==> config.mk <==
export PLATFORM = sky130hd
export DESIGN_NAME = occ_channel
export DESIGN_NICKNAME = d
export VERILOG_FILES = /design/src/verilog/occ_match.v /design/src/verilog/occ_channel.v
export VERILOG_INCLUDE_DIRS = /design/src /design/src/verilog
export SDC_FILE = /design/constraint.sdc
export NUM_CORES = 1
export LEC_CHECK = 0
export BUFFER_PORTS_ARGS = -buffer_cell sky130_fd_sc_hd__buf_2
export CAP_MARGIN = 10
export CELL_PAD_IN_SITES_DETAIL_PLACEMENT = 1
export CELL_PAD_IN_SITES_GLOBAL_PLACEMENT = 1
export CORE_AREA = 2 2 152 154
export DETAILED_ROUTE_END_ITERATION = 8
export DIE_AREA = 0 0 154 156
export GPL_TIMING_DRIVEN = 0
export HOLD_SLACK_MARGIN = 0.12
export MAX_ROUTING_LAYER = met4
export PLACE_DENSITY_LB_ADDON = 0.1
export SYNTH_ARGS = -nofsm -noshare
export SYNTH_HDL_FRONTEND = slang
export SYNTH_SLANG_ARGS = --single-unit
==> constraint.sdc <==
create_clock -name clk_sys_i -period 3.8 [get_ports clk_sys_i]
set_clock_uncertainty 0.15 [all_clocks]
set_input_delay 0 -clock clk_sys_i [delete_from_list [all_inputs] [get_ports clk_sys_i]]
set_output_delay 0 -clock clk_sys_i [all_outputs]
set_load 0.05 [all_outputs]
==> src/verilog/occ_consts.vh <==
// Constants for the output compare channel: offsets, fields, reset values
`ifndef OCC_CONSTS_VH
`define OCC_CONSTS_VH

// ----------------------------------------------------------------
// APB byte offsets
// ----------------------------------------------------------------
`define OCC_ADDR_CTRL1 12'h000
`define OCC_ADDR_CTRL2 12'h004
`define OCC_ADDR_PRI 12'h008
`define OCC_ADDR_SEC 12'h00c
`define OCC_ADDR_CNT 12'h010
`define OCC_ADDR_PERIOD 12'h014
`define OCC_ADDR_STATUS 12'h018

// ----------------------------------------------------------------
// Control register 1 fields
// ----------------------------------------------------------------
`define OCC_C1_CLKSEL_HI 12
`define OCC_C1_CLKSEL_LO 10
`define OCC_C1_TRIGGER_STATUS_MODE_BIT 3
`define OCC_C1_MODE_HI 2
`define OCC_C1_MODE_LO 0
`define OCC_C1_MASK 16'h1c0f

// ----------------------------------------------------------------
// Control register 2 fields
// ----------------------------------------------------------------
`define OCC_C2_CASCADE 8
`define OCC_C2_TRIGSEL 7
`define OCC_C2_TRIGGER_STATUS 6
`define OCC_C2_TRIS 5
`define OCC_C2_SYNC_HI 4
`define OCC_C2_SYNC_LO 0

// ----------------------------------------------------------------
// Status register fields
// ----------------------------------------------------------------
`define OCC_ST_FLAG 0
`define OCC_ST_PIN 1
`define OCC_ST_DONE 2

// ----------------------------------------------------------------
// Reset values and codes
// ----------------------------------------------------------------
`define OCC_RST_CTRL1 16'h0000
`define OCC_RST_SYNC 5'h00
`define OCC_RST_CNT 16'h0000
`define OCC_RST_CMP 16'h0000
`define OCC_RST_PERIOD 16'hffff
`define OCC_SYNC_NONE 5'h00
`define OCC_SYNC_SELF 5'h1f
`define OCC_CLK_SYS 3'h7
`define OCC_CLK_TIMERS 3'h5
`define OCC_CNT_MAX 16'hffff

// ----------------------------------------------------------------
// Mode select codes
// ----------------------------------------------------------------
`define OCC_M_OFF 3'h0
`define OCC_M_SS_HIGH 3'h1
`define OCC_M_SS_LOW 3'h2
`define OCC_M_TOGGLE 3'h3
`define OCC_M_DBL_SS 3'h4
`define OCC_M_DBL_CONT 3'h5
`define OCC_M_PWM_EDGE 3'h6
`define OCC_M_PWM_CTR 3'h7

`endif

==> src/verilog/occ_match.v <==
// Counter-to-compare-value match detector, one per compare value
`timescale 1ns/1ps
`default_nettype none

module occ_match (
	input wire [15:0] count_i,
	input wire [15:0] value_i,
	input wire fresh_i,
	input wire cascade_i,
	input wire partner_match_i,
	output wire match_o
);

	// One event per counter value; in cascade the high half must match too
	assign match_o = fresh_i & (count_i == value_i) & (~cascade_i | partner_match_i);

endmodule

`default_nettype wire

==> src/verilog/occ_channel.v <==
// Output compare channel with dedicated counter, sync/trigger, cascade and PWM
// ----------------------------------------------------------------
`timescale 1ns/1ps
`default_nettype none
`include "occ_consts.vh"

module occ_channel (
	input wire clk_sys_i,
	input wire srst_i,
	input wire psel_i,
	input wire penable_i,
	input wire pwrite_i,
	input wire [11:0] paddr_i,
	input wire [31:0] pwdata_i,
	output wire [31:0] prdata_o,
	output wire pready_o,
	output wire pslverr_o,
	input wire [4:0] timer_tick_i,
	input wire [31:0] sync_event_i,
	input wire channel_is_even_i,
	input wire partner_cascade_i,
	input wire partner_carry_i,
	input wire partner_pri_match_i,
	input wire partner_sec_match_i,
	output wire cascade_en_o,
	output wire carry_o,
	output wire pri_level_o,
	output wire sec_level_o,
	output wire pin_o,
	output wire pin_oe_n_o,
	output wire channel_interrupt_flag_o
);

	// ----------------------------------------------------------------
	// Registers
	// ----------------------------------------------------------------
	reg [15:0] control_register_1_ff;
	reg cascade_enable_bit_ff;
	reg trigger_select_bit_ff;
	reg trigger_status_ff;
	reg output_tristate_control_ff;
	reg [4:0] sync_source_select_ff;
	reg [15:0] primary_compare_value_ff;
	reg [15:0] secondary_compare_value_ff;
	reg [15:0] timer_period_register_ff;
	reg [15:0] channel_counter_ff;
	reg [15:0] pri_shadow_ff;
	reg [15:0] sec_shadow_ff;
	reg fresh_ff;
	reg pin_ff;
	reg done_ff;
	reg flag_ff;
	reg ack_ff;
	reg [31:0] prdata_ff;

	wire [2:0] mode_select_field;
	wire [2:0] clock_source_select;
	wire trigger_status_mode_bit;
	wire is_pwm;
	wire cascade_on;
	wire tick;
	wire advance;
	wire sync_evt;
	wire trig_mode;
	wire sync_mode;
	wire hold;
	wire period_hit;
	wire [15:0] pri_eff;
	wire [15:0] sec_eff;
	wire pri_match;
	wire sec_match;
	wire wr_c1;
	wire wr_c2;
	wire wr_st;
	wire wr_cnt;
	wire bus_wr;
	wire addr_hit;
	reg [31:0] rd_mux;
	reg [15:0] nxt_cnt;
	reg nxt_pin;
	reg nxt_done;
	reg evt_flag;

	assign mode_select_field = control_register_1_ff[`OCC_C1_MODE_HI:`OCC_C1_MODE_LO];
	assign clock_source_select = control_register_1_ff[`OCC_C1_CLKSEL_HI:`OCC_C1_CLKSEL_LO];
	assign trigger_status_mode_bit = control_register_1_ff[`OCC_C1_TRIGGER_STATUS_MODE_BIT];
	assign is_pwm = mode_select_field[2] & mode_select_field[1];

	// ----------------------------------------------------------------
	// APB slave: one wait state, write and read data at the pready edge
	// ----------------------------------------------------------------
	assign pready_o = ack_ff;
	assign prdata_o = prdata_ff;
	assign bus_wr = psel_i & penable_i & pwrite_i & ack_ff;
	assign addr_hit = (paddr_i == `OCC_ADDR_CTRL1) | (paddr_i == `OCC_ADDR_CTRL2) |
		(paddr_i == `OCC_ADDR_PRI) | (paddr_i == `OCC_ADDR_SEC) |
		(paddr_i == `OCC_ADDR_CNT) | (paddr_i == `OCC_ADDR_PERIOD) |
		(paddr_i == `OCC_ADDR_STATUS);
	assign pslverr_o = ack_ff & ~addr_hit;
	assign wr_c1 = bus_wr & (paddr_i == `OCC_ADDR_CTRL1);
	assign wr_c2 = bus_wr & (paddr_i == `OCC_ADDR_CTRL2);
	assign wr_st = bus_wr & (paddr_i == `OCC_ADDR_STATUS);
	assign wr_cnt = bus_wr & (paddr_i == `OCC_ADDR_CNT);

	// Read multiplexer; unmapped addresses read as zero
	always @* begin
		rd_mux = 32'h00000000;
		case (paddr_i)
			`OCC_ADDR_CTRL1: rd_mux = {16'h0000, control_register_1_ff};
			`OCC_ADDR_CTRL2: rd_mux = {23'h0, cascade_enable_bit_ff, trigger_select_bit_ff,
				trigger_status_ff, output_tristate_control_ff, sync_source_select_ff};
			`OCC_ADDR_PRI: rd_mux = {16'h0000, primary_compare_value_ff};
			`OCC_ADDR_SEC: rd_mux = {16'h0000, secondary_compare_value_ff};
			`OCC_ADDR_CNT: rd_mux = {16'h0000, channel_counter_ff};
			`OCC_ADDR_PERIOD: rd_mux = {16'h0000, timer_period_register_ff};
			`OCC_ADDR_STATUS: rd_mux = {29'h0, done_ff, pin_ff, flag_ff};
			default: rd_mux = 32'h00000000;
		endcase
	end

	// Access handshake and read capture
	always @(posedge clk_sys_i) begin
		if (srst_i) begin
			ack_ff <= 1'b0;
			prdata_ff <= 32'h00000000;
		end else begin
			ack_ff <= psel_i & penable_i & ~ack_ff;
			if (psel_i & penable_i & ~ack_ff & ~pwrite_i)
				prdata_ff <= rd_mux;
		end
	end

	// Software-written configuration
	always @(posedge clk_sys_i) begin
		if (srst_i) begin
			control_register_1_ff <= `OCC_RST_CTRL1;
			cascade_enable_bit_ff <= 1'b0;
			trigger_select_bit_ff <= 1'b0;
			output_tristate_control_ff <= 1'b0;
			sync_source_select_ff <= `OCC_RST_SYNC;
			primary_compare_value_ff <= `OCC_RST_CMP;
			secondary_compare_value_ff <= `OCC_RST_CMP;
			timer_period_register_ff <= `OCC_RST_PERIOD;
		end else if (bus_wr) begin
			if (wr_c1)
				control_register_1_ff <= pwdata_i[15:0] & `OCC_C1_MASK;
			if (wr_c2) begin
				cascade_enable_bit_ff <= pwdata_i[`OCC_C2_CASCADE];
				trigger_select_bit_ff <= pwdata_i[`OCC_C2_TRIGSEL];
				output_tristate_control_ff <= pwdata_i[`OCC_C2_TRIS];
				sync_source_select_ff <= pwdata_i[`OCC_C2_SYNC_HI:`OCC_C2_SYNC_LO];
			end
			if (paddr_i == `OCC_ADDR_PRI)
				primary_compare_value_ff <= pwdata_i[15:0];
			if (paddr_i == `OCC_ADDR_SEC)
				secondary_compare_value_ff <= pwdata_i[15:0];
			if (paddr_i == `OCC_ADDR_PERIOD)
				timer_period_register_ff <= pwdata_i[15:0];
		end
	end

	// ----------------------------------------------------------------
	// Time base, sync and trigger
	// ----------------------------------------------------------------
	// Tick from the selected timer, or every cycle for the system clock
	assign tick = (clock_source_select == `OCC_CLK_SYS) ? 1'b1 :
		((clock_source_select < `OCC_CLK_TIMERS) ? timer_tick_i[clock_source_select] : 1'b0);

	assign cascade_on = cascade_enable_bit_ff & partner_cascade_i;
	assign cascade_en_o = cascade_enable_bit_ff;

	// Even half of a cascade counts the odd half's wraps instead of ticks
	assign advance = (cascade_on & channel_is_even_i) ? partner_carry_i : tick;
	assign carry_o = advance & (channel_counter_ff == `OCC_CNT_MAX);

	// Period match: reset point of a self-synced channel
	assign period_hit = advance & (channel_counter_ff == timer_period_register_ff);

	// Sync source: external event by index, or own period match for 1Fh
	assign sync_evt = (sync_source_select_ff == `OCC_SYNC_SELF) ? period_hit :
		sync_event_i[sync_source_select_ff];
	assign trig_mode = (sync_source_select_ff != `OCC_SYNC_NONE) & trigger_select_bit_ff;
	assign sync_mode = (sync_source_select_ff != `OCC_SYNC_NONE) & ~trigger_select_bit_ff;

	// Trigger mode keeps the counter clear until triggered
	assign hold = trig_mode & ~trigger_status_ff;

	// Trigger status: hardware set wins over any clear
	always @(posedge clk_sys_i) begin
		if (srst_i) begin
			trigger_status_ff <= 1'b0;
		end else if (trig_mode & sync_evt) begin
			trigger_status_ff <= 1'b1;
		end else if (wr_c2) begin
			trigger_status_ff <= pwdata_i[`OCC_C2_TRIGGER_STATUS];
		end else if (trigger_status_mode_bit & sec_match) begin
			trigger_status_ff <= 1'b0;
		end
	end

	// Counter next value: write, hold, sync reset, then count
	always @* begin
		nxt_cnt = channel_counter_ff;
		if (wr_cnt)
			nxt_cnt = pwdata_i[15:0];
		else if (hold)
			nxt_cnt = `OCC_RST_CNT;
		else if (sync_mode & sync_evt)
			nxt_cnt = `OCC_RST_CNT;
		else if (advance)
			nxt_cnt = channel_counter_ff + 16'h0001;
	end

	always @(posedge clk_sys_i) begin
		if (srst_i) begin
			channel_counter_ff <= `OCC_RST_CNT;
			fresh_ff <= 1'b0;
		end else begin
			channel_counter_ff <= nxt_cnt;
			fresh_ff <= ~hold & (advance | (sync_mode & sync_evt));
		end
	end

	// ----------------------------------------------------------------
	// Compare values and matches
	// ----------------------------------------------------------------
	// PWM shadows reload at the end of each period
	always @(posedge clk_sys_i) begin
		if (srst_i) begin
			pri_shadow_ff <= `OCC_RST_CMP;
			sec_shadow_ff <= `OCC_RST_CMP;
		end else if (period_hit | ~is_pwm) begin
			pri_shadow_ff <= primary_compare_value_ff;
			sec_shadow_ff <= secondary_compare_value_ff;
		end
	end

	assign pri_eff = is_pwm ? pri_shadow_ff : primary_compare_value_ff;
	assign sec_eff = is_pwm ? sec_shadow_ff : secondary_compare_value_ff;

	// Match on primary compare value
	occ_match u_pri_match (
		.count_i(channel_counter_ff),
		.value_i(pri_eff),
		.fresh_i(fresh_ff),
		.cascade_i(cascade_on & ~channel_is_even_i),
		.partner_match_i(partner_pri_match_i),
		.match_o(pri_match)
	);

	// Match on secondary compare value
	occ_match u_sec_match (
		.count_i(channel_counter_ff),
		.value_i(sec_eff),
		.fresh_i(fresh_ff),
		.cascade_i(cascade_on & ~channel_is_even_i),
		.partner_match_i(partner_sec_match_i),
		.match_o(sec_match)
	);

	// Level compares shared with the odd partner in a cascade
	assign pri_level_o = (channel_counter_ff == pri_eff);
	assign sec_level_o = (channel_counter_ff == sec_eff);

	// ----------------------------------------------------------------
	// Output waveform
	// ----------------------------------------------------------------
	always @* begin
		nxt_pin = pin_ff;
		nxt_done = done_ff;
		evt_flag = 1'b0;
		case (mode_select_field)
			`OCC_M_OFF: begin
				nxt_pin = 1'b0;
			end
			`OCC_M_SS_HIGH: begin
				if (pri_match & ~done_ff) begin
					nxt_pin = 1'b1;
					nxt_done = 1'b1;
					evt_flag = 1'b1;
				end
			end
			`OCC_M_SS_LOW: begin
				if (pri_match & ~done_ff) begin
					nxt_pin = 1'b0;
					nxt_done = 1'b1;
					evt_flag = 1'b1;
				end
			end
			`OCC_M_TOGGLE: begin
				if (pri_match) begin
					nxt_pin = ~pin_ff;
					evt_flag = 1'b1;
				end
			end
			`OCC_M_DBL_SS: begin
				if (pri_match & ~done_ff)
					nxt_pin = 1'b1;
				if (sec_match & ~done_ff & (pin_ff | pri_match)) begin
					nxt_pin = 1'b0;
					nxt_done = 1'b1;
					evt_flag = 1'b1;
				end
			end
			`OCC_M_DBL_CONT: begin
				if (pri_match)
					nxt_pin = 1'b1;
				if (sec_match) begin
					nxt_pin = 1'b0;
					evt_flag = 1'b1;
				end
			end
			`OCC_M_PWM_EDGE: begin
				// High from period start, low at secondary match
				if (period_hit)
					nxt_pin = (sec_shadow_ff != `OCC_RST_CMP) |
						(secondary_compare_value_ff != `OCC_RST_CMP);
				if (sec_match)
					nxt_pin = 1'b0;
			end
			`OCC_M_PWM_CTR: begin
				// High between primary and secondary matches
				if (pri_match)
					nxt_pin = 1'b1;
				if (sec_match)
					nxt_pin = 1'b0;
			end
			default: begin
				nxt_pin = pin_ff;
			end
		endcase
	end

	// Pin, single-shot done and sticky channel flag
	always @(posedge clk_sys_i) begin
		if (srst_i) begin
			pin_ff <= 1'b0;
			done_ff <= 1'b0;
			flag_ff <= 1'b0;
		end else begin
			if (wr_c1) begin
				// Rewriting control 1 rearms and sets the default level
				pin_ff <= (pwdata_i[`OCC_C1_MODE_HI:`OCC_C1_MODE_LO] == `OCC_M_SS_LOW);
				done_ff <= 1'b0;
			end else begin
				pin_ff <= nxt_pin;
				done_ff <= nxt_done;
			end
			if (evt_flag)
				flag_ff <= 1'b1;
			else if (wr_st & pwdata_i[`OCC_ST_FLAG])
				flag_ff <= 1'b0;
		end
	end

	assign pin_o = pin_ff;
	assign pin_oe_n_o = output_tristate_control_ff;
	assign channel_interrupt_flag_o = flag_ff;

endmodule

`default_nettype wire

==> metrics.txt, run 1 <==
# TYPE chip_impl_metric gauge
chip_impl_info{name="status",value="finished, final reports clean"} 1
chip_impl_metric{name="cp.arrival",unit="ps"} 3950
chip_impl_metric{name="netlist.area_leader.share",unit=""} 0.347
chip_impl_metric{name="grt_usage",unit=""} 0.288
chip_impl_metric{name="first_global_vias",unit=""} 8023
chip_impl_metric{name="post_cts.repair.setup_buffers",unit=""} 0
chip_impl_metric{name="synth_area_per_cell",unit="um^2"} 8.18
chip_impl_metric{name="leakage",unit="uW"} 0.00340
chip_impl_metric{name="final_core_utilization",unit=""} 0.422
chip_impl_metric{name="maxCapViolCount",unit=""} 0
chip_impl_metric{name="grt_first_pass_wirelength",unit="mm"} 49.9
chip_impl_metric{name="portBuffers",unit=""} 97
chip_impl_metric{name="detailedRoute.firstIterationViolations",unit=""} 598
chip_impl_metric{name="tightestPinTransition",unit="ps"} 988
chip_impl_info{name="critical_path_startpoint_category",value="register"} 1
chip_impl_info{name="end_kind",value="register"} 1
chip_impl_info{name="cts_tree",value="yes"} 1
chip_impl_metric{name="clock_tree.htree_level_count",unit=""} 4
chip_impl_metric{name="cts_num_sinks",unit=""} 133
chip_impl_metric{name="detailed_place_hpwl",unit="mm"} 25.2
chip_impl_info{name="critical_path_class",value="register to register"} 1
chip_impl_metric{name="width_of_the_die",unit="um"} 154
chip_impl_metric{name="gpl.final_weighted_congestion",unit=""} 0.904
chip_impl_metric{name="ctsLongestPathBuffers",unit=""} 2
chip_impl_metric{name="routedWlPerCell",unit="um"} 23.8
chip_impl_metric{name="global_route.overflow_total",unit=""} 0
chip_impl_metric{name="timing.final.setup_violations",unit=""} 0
chip_impl_info{name="unrepaired_setup_endpoints_after_global_routing",value="no"} 1
chip_impl_info{name="worstHoldPathType",value="input port to register"} 1
chip_impl_metric{name="synth.yosys.seq_area_share",unit=""} 0.347
chip_impl_metric{name="max-vdd-ir-drop",unit="V"} 0.000278
chip_impl_metric{name="vias_per_cell",unit=""} 5.67
chip_impl_metric{name="totalPowerFinal",unit="uW"} 3490
chip_impl_metric{name="floorplan.rows",unit=""} 55
chip_impl_metric{name="drcViolationCount",unit=""} 0
chip_impl_metric{name="fin_crit",unit="ps"} 3730
chip_impl_metric{name="clock.fmax",unit="MHz"} 268
chip_impl_info{name="ys_dominant_reg_cell",value="sky130_fd_sc_hd__dfxtp_1"} 1
chip_impl_metric{name="via_count",unit=""} 7902
chip_impl_metric{name="post_synth_num_cell_types",unit=""} 77
chip_impl_metric{name="antenna_found_initial",unit=""} 0
chip_impl_metric{name="floorplan.initialDensity",unit=""} 0.343
chip_impl_metric{name="crit_path_max_fanout",unit=""} 7
chip_impl_metric{name="max_slew_margin",unit=""} 0.332
chip_impl_metric{name="grt_max_degree",unit=""} 17
chip_impl_metric{name="layout.nets",unit=""} 1188
chip_impl_metric{name="diode_count",unit=""} 0
chip_impl_metric{name="power.density_cell_area",unit="mW/mm^2"} 370
chip_impl_metric{name="die-area",unit="mm^2"} 0.0240
chip_impl_metric{name="clock_latency",unit="ps"} 440
chip_impl_metric{name="synth_enable_flop_cells",unit=""} 0
chip_impl_metric{name="postRouteWirelength",unit="mm"} 33.2
chip_impl_metric{name="synth-async-reset-ratio",unit=""} 0
chip_impl_metric{name="area_growth_syn_to_layout",unit="%"} 23.1
chip_impl_info{name="netlist_top_cells_area",value="sky130_fd_sc_hd__dfxtp_1 (35%), sky130_fd_sc_hd__mux2i_1 (6.5%), sky130_fd_sc_hd__nor2_1 (5.5%), sky130_fd_sc_hd__a21oi_1 (5.1%), sky130_fd_sc_hd__nand2_1 (4.9%)"} 1
chip_impl_metric{name="number_of_cells_on_the_worst_hold_path",unit=""} 6
chip_impl_metric{name="report.final.hold_viol_count",unit=""} 0
chip_impl_metric{name="numCtsBuffers",unit=""} 17
chip_impl_metric{name="die_h",unit="um"} 156
chip_impl_metric{name="report.final.slew_viol_count",unit=""} 0
chip_impl_info{name="synth_largest_area_cell",value="sky130_fd_sc_hd__dfxtp_1"} 1
chip_impl_metric{name="post_route_cells_drive_above_1_share",unit=""} 0.172
chip_impl_metric{name="postSynthRegisterBits",unit=""} 133
chip_impl_info{name="clk_root_buffer_cell",value="sky130_fd_sc_hd__clkbuf_16"} 1
chip_impl_metric{name="detailedRoute.firstPassIterationCount",unit=""} 5
chip_impl_metric{name="worst_setup_hold_path_clk_slew",unit="ps"} 70
chip_impl_metric{name="ports_placed_on_the_boundary",unit=""} 132
chip_impl_metric{name="syn-instance-count",unit=""} 938
chip_impl_metric{name="ant_nets",unit=""} 0
chip_impl_metric{name="final.period_utilization",unit=""} 0.980
chip_impl_metric{name="syn_area",unit="mm^2"} 0.00767
chip_impl_metric{name="core-area",unit="mm^2"} 0.0224
chip_impl_metric{name="rr_worst_depth",unit=""} 9
chip_impl_metric{name="timing.critical_path.required",unit="ps"} 4020
chip_impl_metric{name="yosys_warnings",unit=""} 0
[flip-flops by register name (all words and copies together) (netlist names)]
register / flops
cascade_en_o: 1
channel_counter_ff: 16
channel_interrupt_flag_o: 1
control_register_1_ff: 7
done_ff: 1
fresh_ff: 1
pin_o: 1
pin_oe_n_o: 1
prdata_o: 16
pready_o: 1
pri_shadow_ff: 16
primary_compare_value_ff: 16
sec_shadow_ff: 16
secondary_compare_value_ff: 16
sync_source_select_ff: 5
timer_period_register_ff: 16
trigger_select_bit_ff: 1
trigger_status_ff: 1
[worst max-delay path: stages, from the launching register on]
cell,delay [ps]
sky130_fd_sc_hd__dfxtp_1,330
sky130_fd_sc_hd__clkbuf_1,540
sky130_fd_sc_hd__inv_1,340
sky130_fd_sc_hd__a22o_1,300
sky130_fd_sc_hd__o21ai_0,290
sky130_fd_sc_hd__o2111ai_1,250
sky130_fd_sc_hd__nor4_2,840
sky130_fd_sc_hd__o31ai_1,230
sky130_fd_sc_hd__a31o_1,270
sky130_fd_sc_hd__a21oi_1,100
[cells in the mapped netlist, types with 16 or more instances]
cell / number
sky130_fd_sc_hd__nor3_1: 19
sky130_fd_sc_hd__nor2b_1: 21
sky130_fd_sc_hd__inv_1: 25
sky130_fd_sc_hd__o21ai_0: 17
sky130_fd_sc_hd__a21oi_1: 78
sky130_fd_sc_hd__dfxtp_1: 133
sky130_fd_sc_hd__clkbuf_1: 59
sky130_fd_sc_hd__a22oi_1: 23
sky130_fd_sc_hd__nand3_1: 16
sky130_fd_sc_hd__mux2i_1: 50
sky130_fd_sc_hd__nor2_1: 112
sky130_fd_sc_hd__buf_4: 16
sky130_fd_sc_hd__xor2_1: 29
sky130_fd_sc_hd__a211o_1: 18
sky130_fd_sc_hd__nand2_1: 100
sky130_fd_sc_hd__nor4_1: 19
sky130_fd_sc_hd__xnor2_1: 17
[metal layers]
layer  wire [um]  up-vias  GRT usage  part of all wire
met5           0        -          -                 0
met4        1090        0      0.113             0.033
met3        2130       74     0.0531             0.064
met2       15200      292      0.459              0.46
met1       14700     3862      0.363              0.44
li1            -     3674          -                 -
[cell usage in the layout (no fill, tap or decap), drive strengths merged, types with 25 or more instances in the layout]
cell and count:
nand2 103, dfxtp 133, nor2 113, buf 131, clkbuf 77, inv 34
xor2 29, a21oi 80, mux2i 50, a22oi 25
[where the power goes]
part	switching, uW	internal [uW]
logic	219	112
clock network	758	997
registers	3.40	1400
total	980	2510
[stage by stage]
step | cell area, um^2 | setup WS, ps | cells | hold slack, ps | TNS [ps]
after floorplan | 7730 | 1030 | 953 | -32.1 | 0
after global placement | 8570 | -53.0 | 1335 | 142 | -66.5
after detailed placement | 8570 | -80.6 | 1336 | 139 | -106
after CTS | 9430 | 257 | 1392 | 131 | 0
after global routing | 9440 | 2.93 | 1394 | 168 | 0
final | 9440 | 74.2 | 1394 | 157 | 0
[worst paths after layout]
path	start	to	slack, ps
max	channel_counter_ff[5]$_SDFFE_PP0P_	pin_o$_SDFFE_PP0P_	70
min	psel_i	channel_interrupt_flag_o$_SDFFE_PP0P_	160
max reg2reg	channel_counter_ff[5]$_SDFFE_PP0P_	pin_o$_SDFFE_PP0P_	70
min reg2reg	prdata_o[5]$_SDFFE_PP0P_	prdata_o[5]$_SDFFE_PP0P_	340
[timing repair]
| item | 4_1_cts | 5_1_grt |
|---|---|---|
| hold endpoints to repair | 89 | 0 |
| setup endpoints to repair | 2 | 0 |
| resized for setup | 1 | 0 |
| hold buffers | 24 | 0 |
[area by class of cell]
cell class	count	area (um^2)
sequential	133	2660
tap	285	357
clock buffer	17	425
fill	2710	12900
timing repair buffer	124	741
inverter	25	93.8
buffer	91	437
clock inverter	15	185
multi-input combinational	704	4540
[cells by family after synthesis]
| logic type | Yosys count | synth area share |
|---|---|---|
| AO/OA/AOI/OAI | 235 | 0.219 |
| XOR/XNOR | 46 | 0.0525 |
| adder cells (fa/ha/maj) | 1 | 0.00163 |
| buffers and inverters | 116 | 0.0692 |
| flip-flops | 133 | 0.347 |
| multiplexers | 61 | 0.0975 |
| other | 1 | 0.000489 |
| AND/OR/NAND/NOR | 345 | 0.213 |
Note: power is estimated with default switching activity, not from simulation.
==> inputs of run 2 (changes only) <==
- CELL_PAD_IN_SITES_DETAIL_PLACEMENT: 1 -> 2
- CELL_PAD_IN_SITES_GLOBAL_PLACEMENT: 1 -> 2
- CORE_AREA: 2 2 152 154 -> 2 2 156 158
- DIE_AREA: 0 0 154 156 -> 0 0 158 160
- REMOVE_ABC_BUFFERS: not set -> 1
==> metrics.txt, run 2 (same netlist as run 1, synthesis figures left out) <==
# TYPE chip_impl_metric gauge
chip_impl_info{name="status",value="finished, final reports clean"} 1
chip_impl_info{name="cts_tree",value="yes"} 1
chip_impl_metric{name="max_stage_delay",unit="ps"} 690
chip_impl_metric{name="cts_num_sinks",unit=""} 133
chip_impl_metric{name="die-area",unit="mm^2"} 0.0253
chip_impl_info{name="clk_root_buffer_cell",value="sky130_fd_sc_hd__clkbuf_16"} 1
chip_impl_metric{name="fraction_of_power_spent_switching_nets",unit=""} 0.290
chip_impl_metric{name="via_count",unit=""} 7657
chip_impl_metric{name="post_dp_cell_area",unit="mm^2"} 0.00838
chip_impl_metric{name="report.final.slew_viol_count",unit=""} 0
chip_impl_info{name="worst_setup_path_startpoint",value="control_register_1_ff[2]$_SDFFE_PP0P_"} 1
chip_impl_metric{name="vias_per_cell",unit=""} 5.61
chip_impl_metric{name="grt_usage",unit=""} 0.268
chip_impl_metric{name="fin_area",unit="mm^2"} 0.00931
chip_impl_metric{name="clock_tree.htree_level_count",unit=""} 4
chip_impl_metric{name="clkPwrFrac",unit=""} 0.486
chip_impl_metric{name="floorplan.initialDensity",unit=""} 0.322
chip_impl_metric{name="detailedRoute.firstIterationViolations",unit=""} 527
chip_impl_metric{name="crit_path_max_fanout",unit=""} 16
chip_impl_metric{name="first_global_vias",unit=""} 8020
chip_impl_metric{name="core-area",unit="mm^2"} 0.0238
chip_impl_metric{name="timing.critical_path.required",unit="ps"} 4010
chip_impl_metric{name="grt_first_pass_wirelength",unit="mm"} 49.3
chip_impl_info{name="crit-reg2reg-launch",value="control_register_1_ff[2]$_SDFFE_PP0P_"} 1
chip_impl_info{name="leading_cell_type_in_the_layout_fill_and_taps_excluded",value="sky130_fd_sc_hd__dfxtp_1"} 1
chip_impl_metric{name="floorplan.rows",unit=""} 57
chip_impl_metric{name="width_of_the_die",unit="um"} 158
chip_impl_info{name="worstHoldPathType",value="input port to register"} 1
chip_impl_metric{name="report.final.hold_viol_count",unit=""} 0
chip_impl_metric{name="maxCapViolCount",unit=""} 0
chip_impl_metric{name="critical_path_depth",unit=""} 8
chip_impl_metric{name="combPwrFrac",unit=""} 0.089
chip_impl_metric{name="clock_latency",unit="ps"} 440
chip_impl_metric{name="clock.fmax",unit="MHz"} 288
chip_impl_metric{name="grt_max_degree",unit=""} 66
chip_impl_metric{name="power.density_cell_area",unit="mW/mm^2"} 358
chip_impl_info{name="critical_path_class",value="register to register"} 1
chip_impl_info{name="cp_cell_sequence",value="nand2_1, a2111oi_0, o211ai_1, or4b_1, nor4_1, a311oi_1, or2_1, a21oi_1"} 1
chip_impl_metric{name="internal-power",unit="uW"} 2370
chip_impl_metric{name="fin_crit",unit="ps"} 3480
chip_impl_info{name="endpoint",value="channel_interrupt_flag_o$_SDFFE_PP0P_"} 1
chip_impl_metric{name="numCtsBuffers",unit=""} 17
chip_impl_metric{name="max_slew_margin",unit=""} 0.281
chip_impl_metric{name="worstPathBufferInverterCount",unit=""} 0
chip_impl_metric{name="tightestPinTransition",unit="ps"} 1070
chip_impl_metric{name="post_route_cells_drive_above_1_share",unit=""} 0.184
chip_impl_metric{name="drcViolationCount",unit=""} 0
chip_impl_metric{name="max-vdd-ir-drop",unit="V"} 0.000212
chip_impl_metric{name="ctsLongestPathBuffers",unit=""} 2
chip_impl_metric{name="routedWlPerCell",unit="um"} 23.7
chip_impl_metric{name="antenna_found_initial",unit=""} 1
chip_impl_metric{name="r2r_setup_slack",unit="ps"} 320
chip_impl_info{name="worst_path_dominant_cell_family",value="simple AND/OR/NAND/NOR gates"} 1
chip_impl_metric{name="sequentialPowerShare",unit=""} 0.425
chip_impl_metric{name="die_h",unit="um"} 160
chip_impl_metric{name="area_growth_syn_to_layout",unit="%"} 21.4
chip_impl_metric{name="dp_worst_setup_slack",unit="ps"} -415
chip_impl_metric{name="postRouteWirelength",unit="mm"} 32.3
chip_impl_metric{name="final.period_utilization",unit=""} 0.915
chip_impl_info{name="layout.cells.most_common_list",value="sky130_fd_sc_hd__dfxtp_1 (133), sky130_fd_sc_hd__nor2_1 (110), sky130_fd_sc_hd__nand2_1 (100)"} 1
chip_impl_metric{name="final_critical_path_setup_slack",unit="ps"} 324
chip_impl_metric{name="detailed_place_hpwl",unit="mm"} 23.7
chip_impl_info{name="end_kind",value="register"} 1
chip_impl_metric{name="cp.arrival",unit="ps"} 3690
chip_impl_info{name="unrepaired_setup_endpoints_after_global_routing",value="no"} 1
chip_impl_metric{name="ant_nets",unit=""} 0
chip_impl_info{name="critical_path_startpoint_category",value="register"} 1
chip_impl_metric{name="netSwitchingPower",unit="uW"} 966
chip_impl_metric{name="layout.nets",unit=""} 1120
chip_impl_metric{name="detailedRoute.firstPassIterationCount",unit=""} 6
chip_impl_info{name="regToRegEndpoint",value="channel_interrupt_flag_o$_SDFFE_PP0P_"} 1
chip_impl_metric{name="ports_placed_on_the_boundary",unit=""} 132
chip_impl_metric{name="leakage",unit="uW"} 0.00328
chip_impl_metric{name="portBuffers",unit=""} 99
chip_impl_metric{name="global_route.overflow_total",unit=""} 0
chip_impl_metric{name="rr_worst_depth",unit=""} 8
chip_impl_metric{name="gpl.final_weighted_congestion",unit=""} 0.823
chip_impl_metric{name="timing.final.setup_violations",unit=""} 0
chip_impl_metric{name="diode_count",unit=""} 0
chip_impl_info{name="worst_path_max_delay_cell",value="sky130_fd_sc_hd__dfxtp_1"} 1
chip_impl_metric{name="worst_setup_hold_path_clk_slew",unit="ps"} 70
[run 2: cell count changes in the layout (fill, tap and decap cells not counted), sizes merged]
cell	before	now
clkbuf	77	18
buf	131	119
dlygate4sd3	24	27
bufinv	2	0
clkinv	1	3
clkinvlp	3	4
inv	34	33
[run 2: worst min-delay path by stage]
stage | from | endpoint | slack [ps] | cells past startpoint
4_1_cts | paddr_i[2] | prdata_o[12]$_SDFFE_PP0P_ | 130 | 6
2_1_floorplan | srst_i | channel_interrupt_flag_o$_SDFFE_PP0P_ | -80 | 1
6_report | paddr_i[2] | prdata_o[12]$_SDFFE_PP0P_ | 140 | 6
5_1_grt | paddr_i[4] | control_register_1_ff[2]$_SDFFE_PP0P_ | 230 | 4
3_5_place_dp | pwdata_i[15] | timer_period_register_ff[15]$_SDFFE_PP1P_ | 120 | 2
3_3_place_gp | pwdata_i[15] | timer_period_register_ff[15]$_SDFFE_PP1P_ | 120 | 2
[run 2: power groups by stage]
stage	Clock [uW]	Sequential (uW)	Combinational [uW]
6_report	1620	1420	296
5_1_grt	1710	1420	319
4_1_cts	1650	1420	289
3_5_place_dp	0	1450	270
3_3_place_gp	0	1450	260
2_1_floorplan	0	1450	130
[run 2: routing by layer]
| metal | vias to the layer above | part of all wire | global-route usage |
|---|---|---|---|
| met5 | - | 0 | - |
| met4 | 0 | 0.020 | 0.0692 |
| met3 | 37 | 0.045 | 0.0383 |
| met2 | 175 | 0.48 | 0.428 |
| met1 | 3925 | 0.45 | 0.355 |
| li1 | 3520 | - | - |
[run 2: final cells by class]
| class | instances | area (um^2) |
|---|---|---|
| clock buffer | 17 | 425 |
| clock inverter | 15 | 139 |
| fill | 2732 | 14500 |
| inverter | 25 | 93.8 |
| multi-input combinational | 704 | 4580 |
| sequential | 133 | 2660 |
| tap | 324 | 405 |
| timing repair buffer | 147 | 1000 |
[run 2: what timing repair did]
item | 4_1_cts | 5_1_grt
resized for setup | 1 | 1
setup buffers | 0 | 7
pin swaps | 0 | 1
hold endpoints to repair | 118 | 0
setup endpoints to repair | 1 | 4
hold buffers | 27 | 0
[run 2: worst reg2reg max path: cells and delay by family (launching register included)]
family | cells | cell delay (ps)
compound gates | 4 | 930
flops | 1 | 690
simple gates | 4 | 1640
[run 2: per-stage QoR]
step	cells	utilization	hold WS (ps)	setup TNS (ps)	power, uW
finish	1365	0.391	140	0	3330
global route	1365	0.391	229	0	3440
CTS	1357	0.387	133	0	3360
detailed placement	1298	0.352	119	-6260	1720
global placement	1285	0.344	115	-32470	1710
floorplan	862	-	-80.9	0	1580
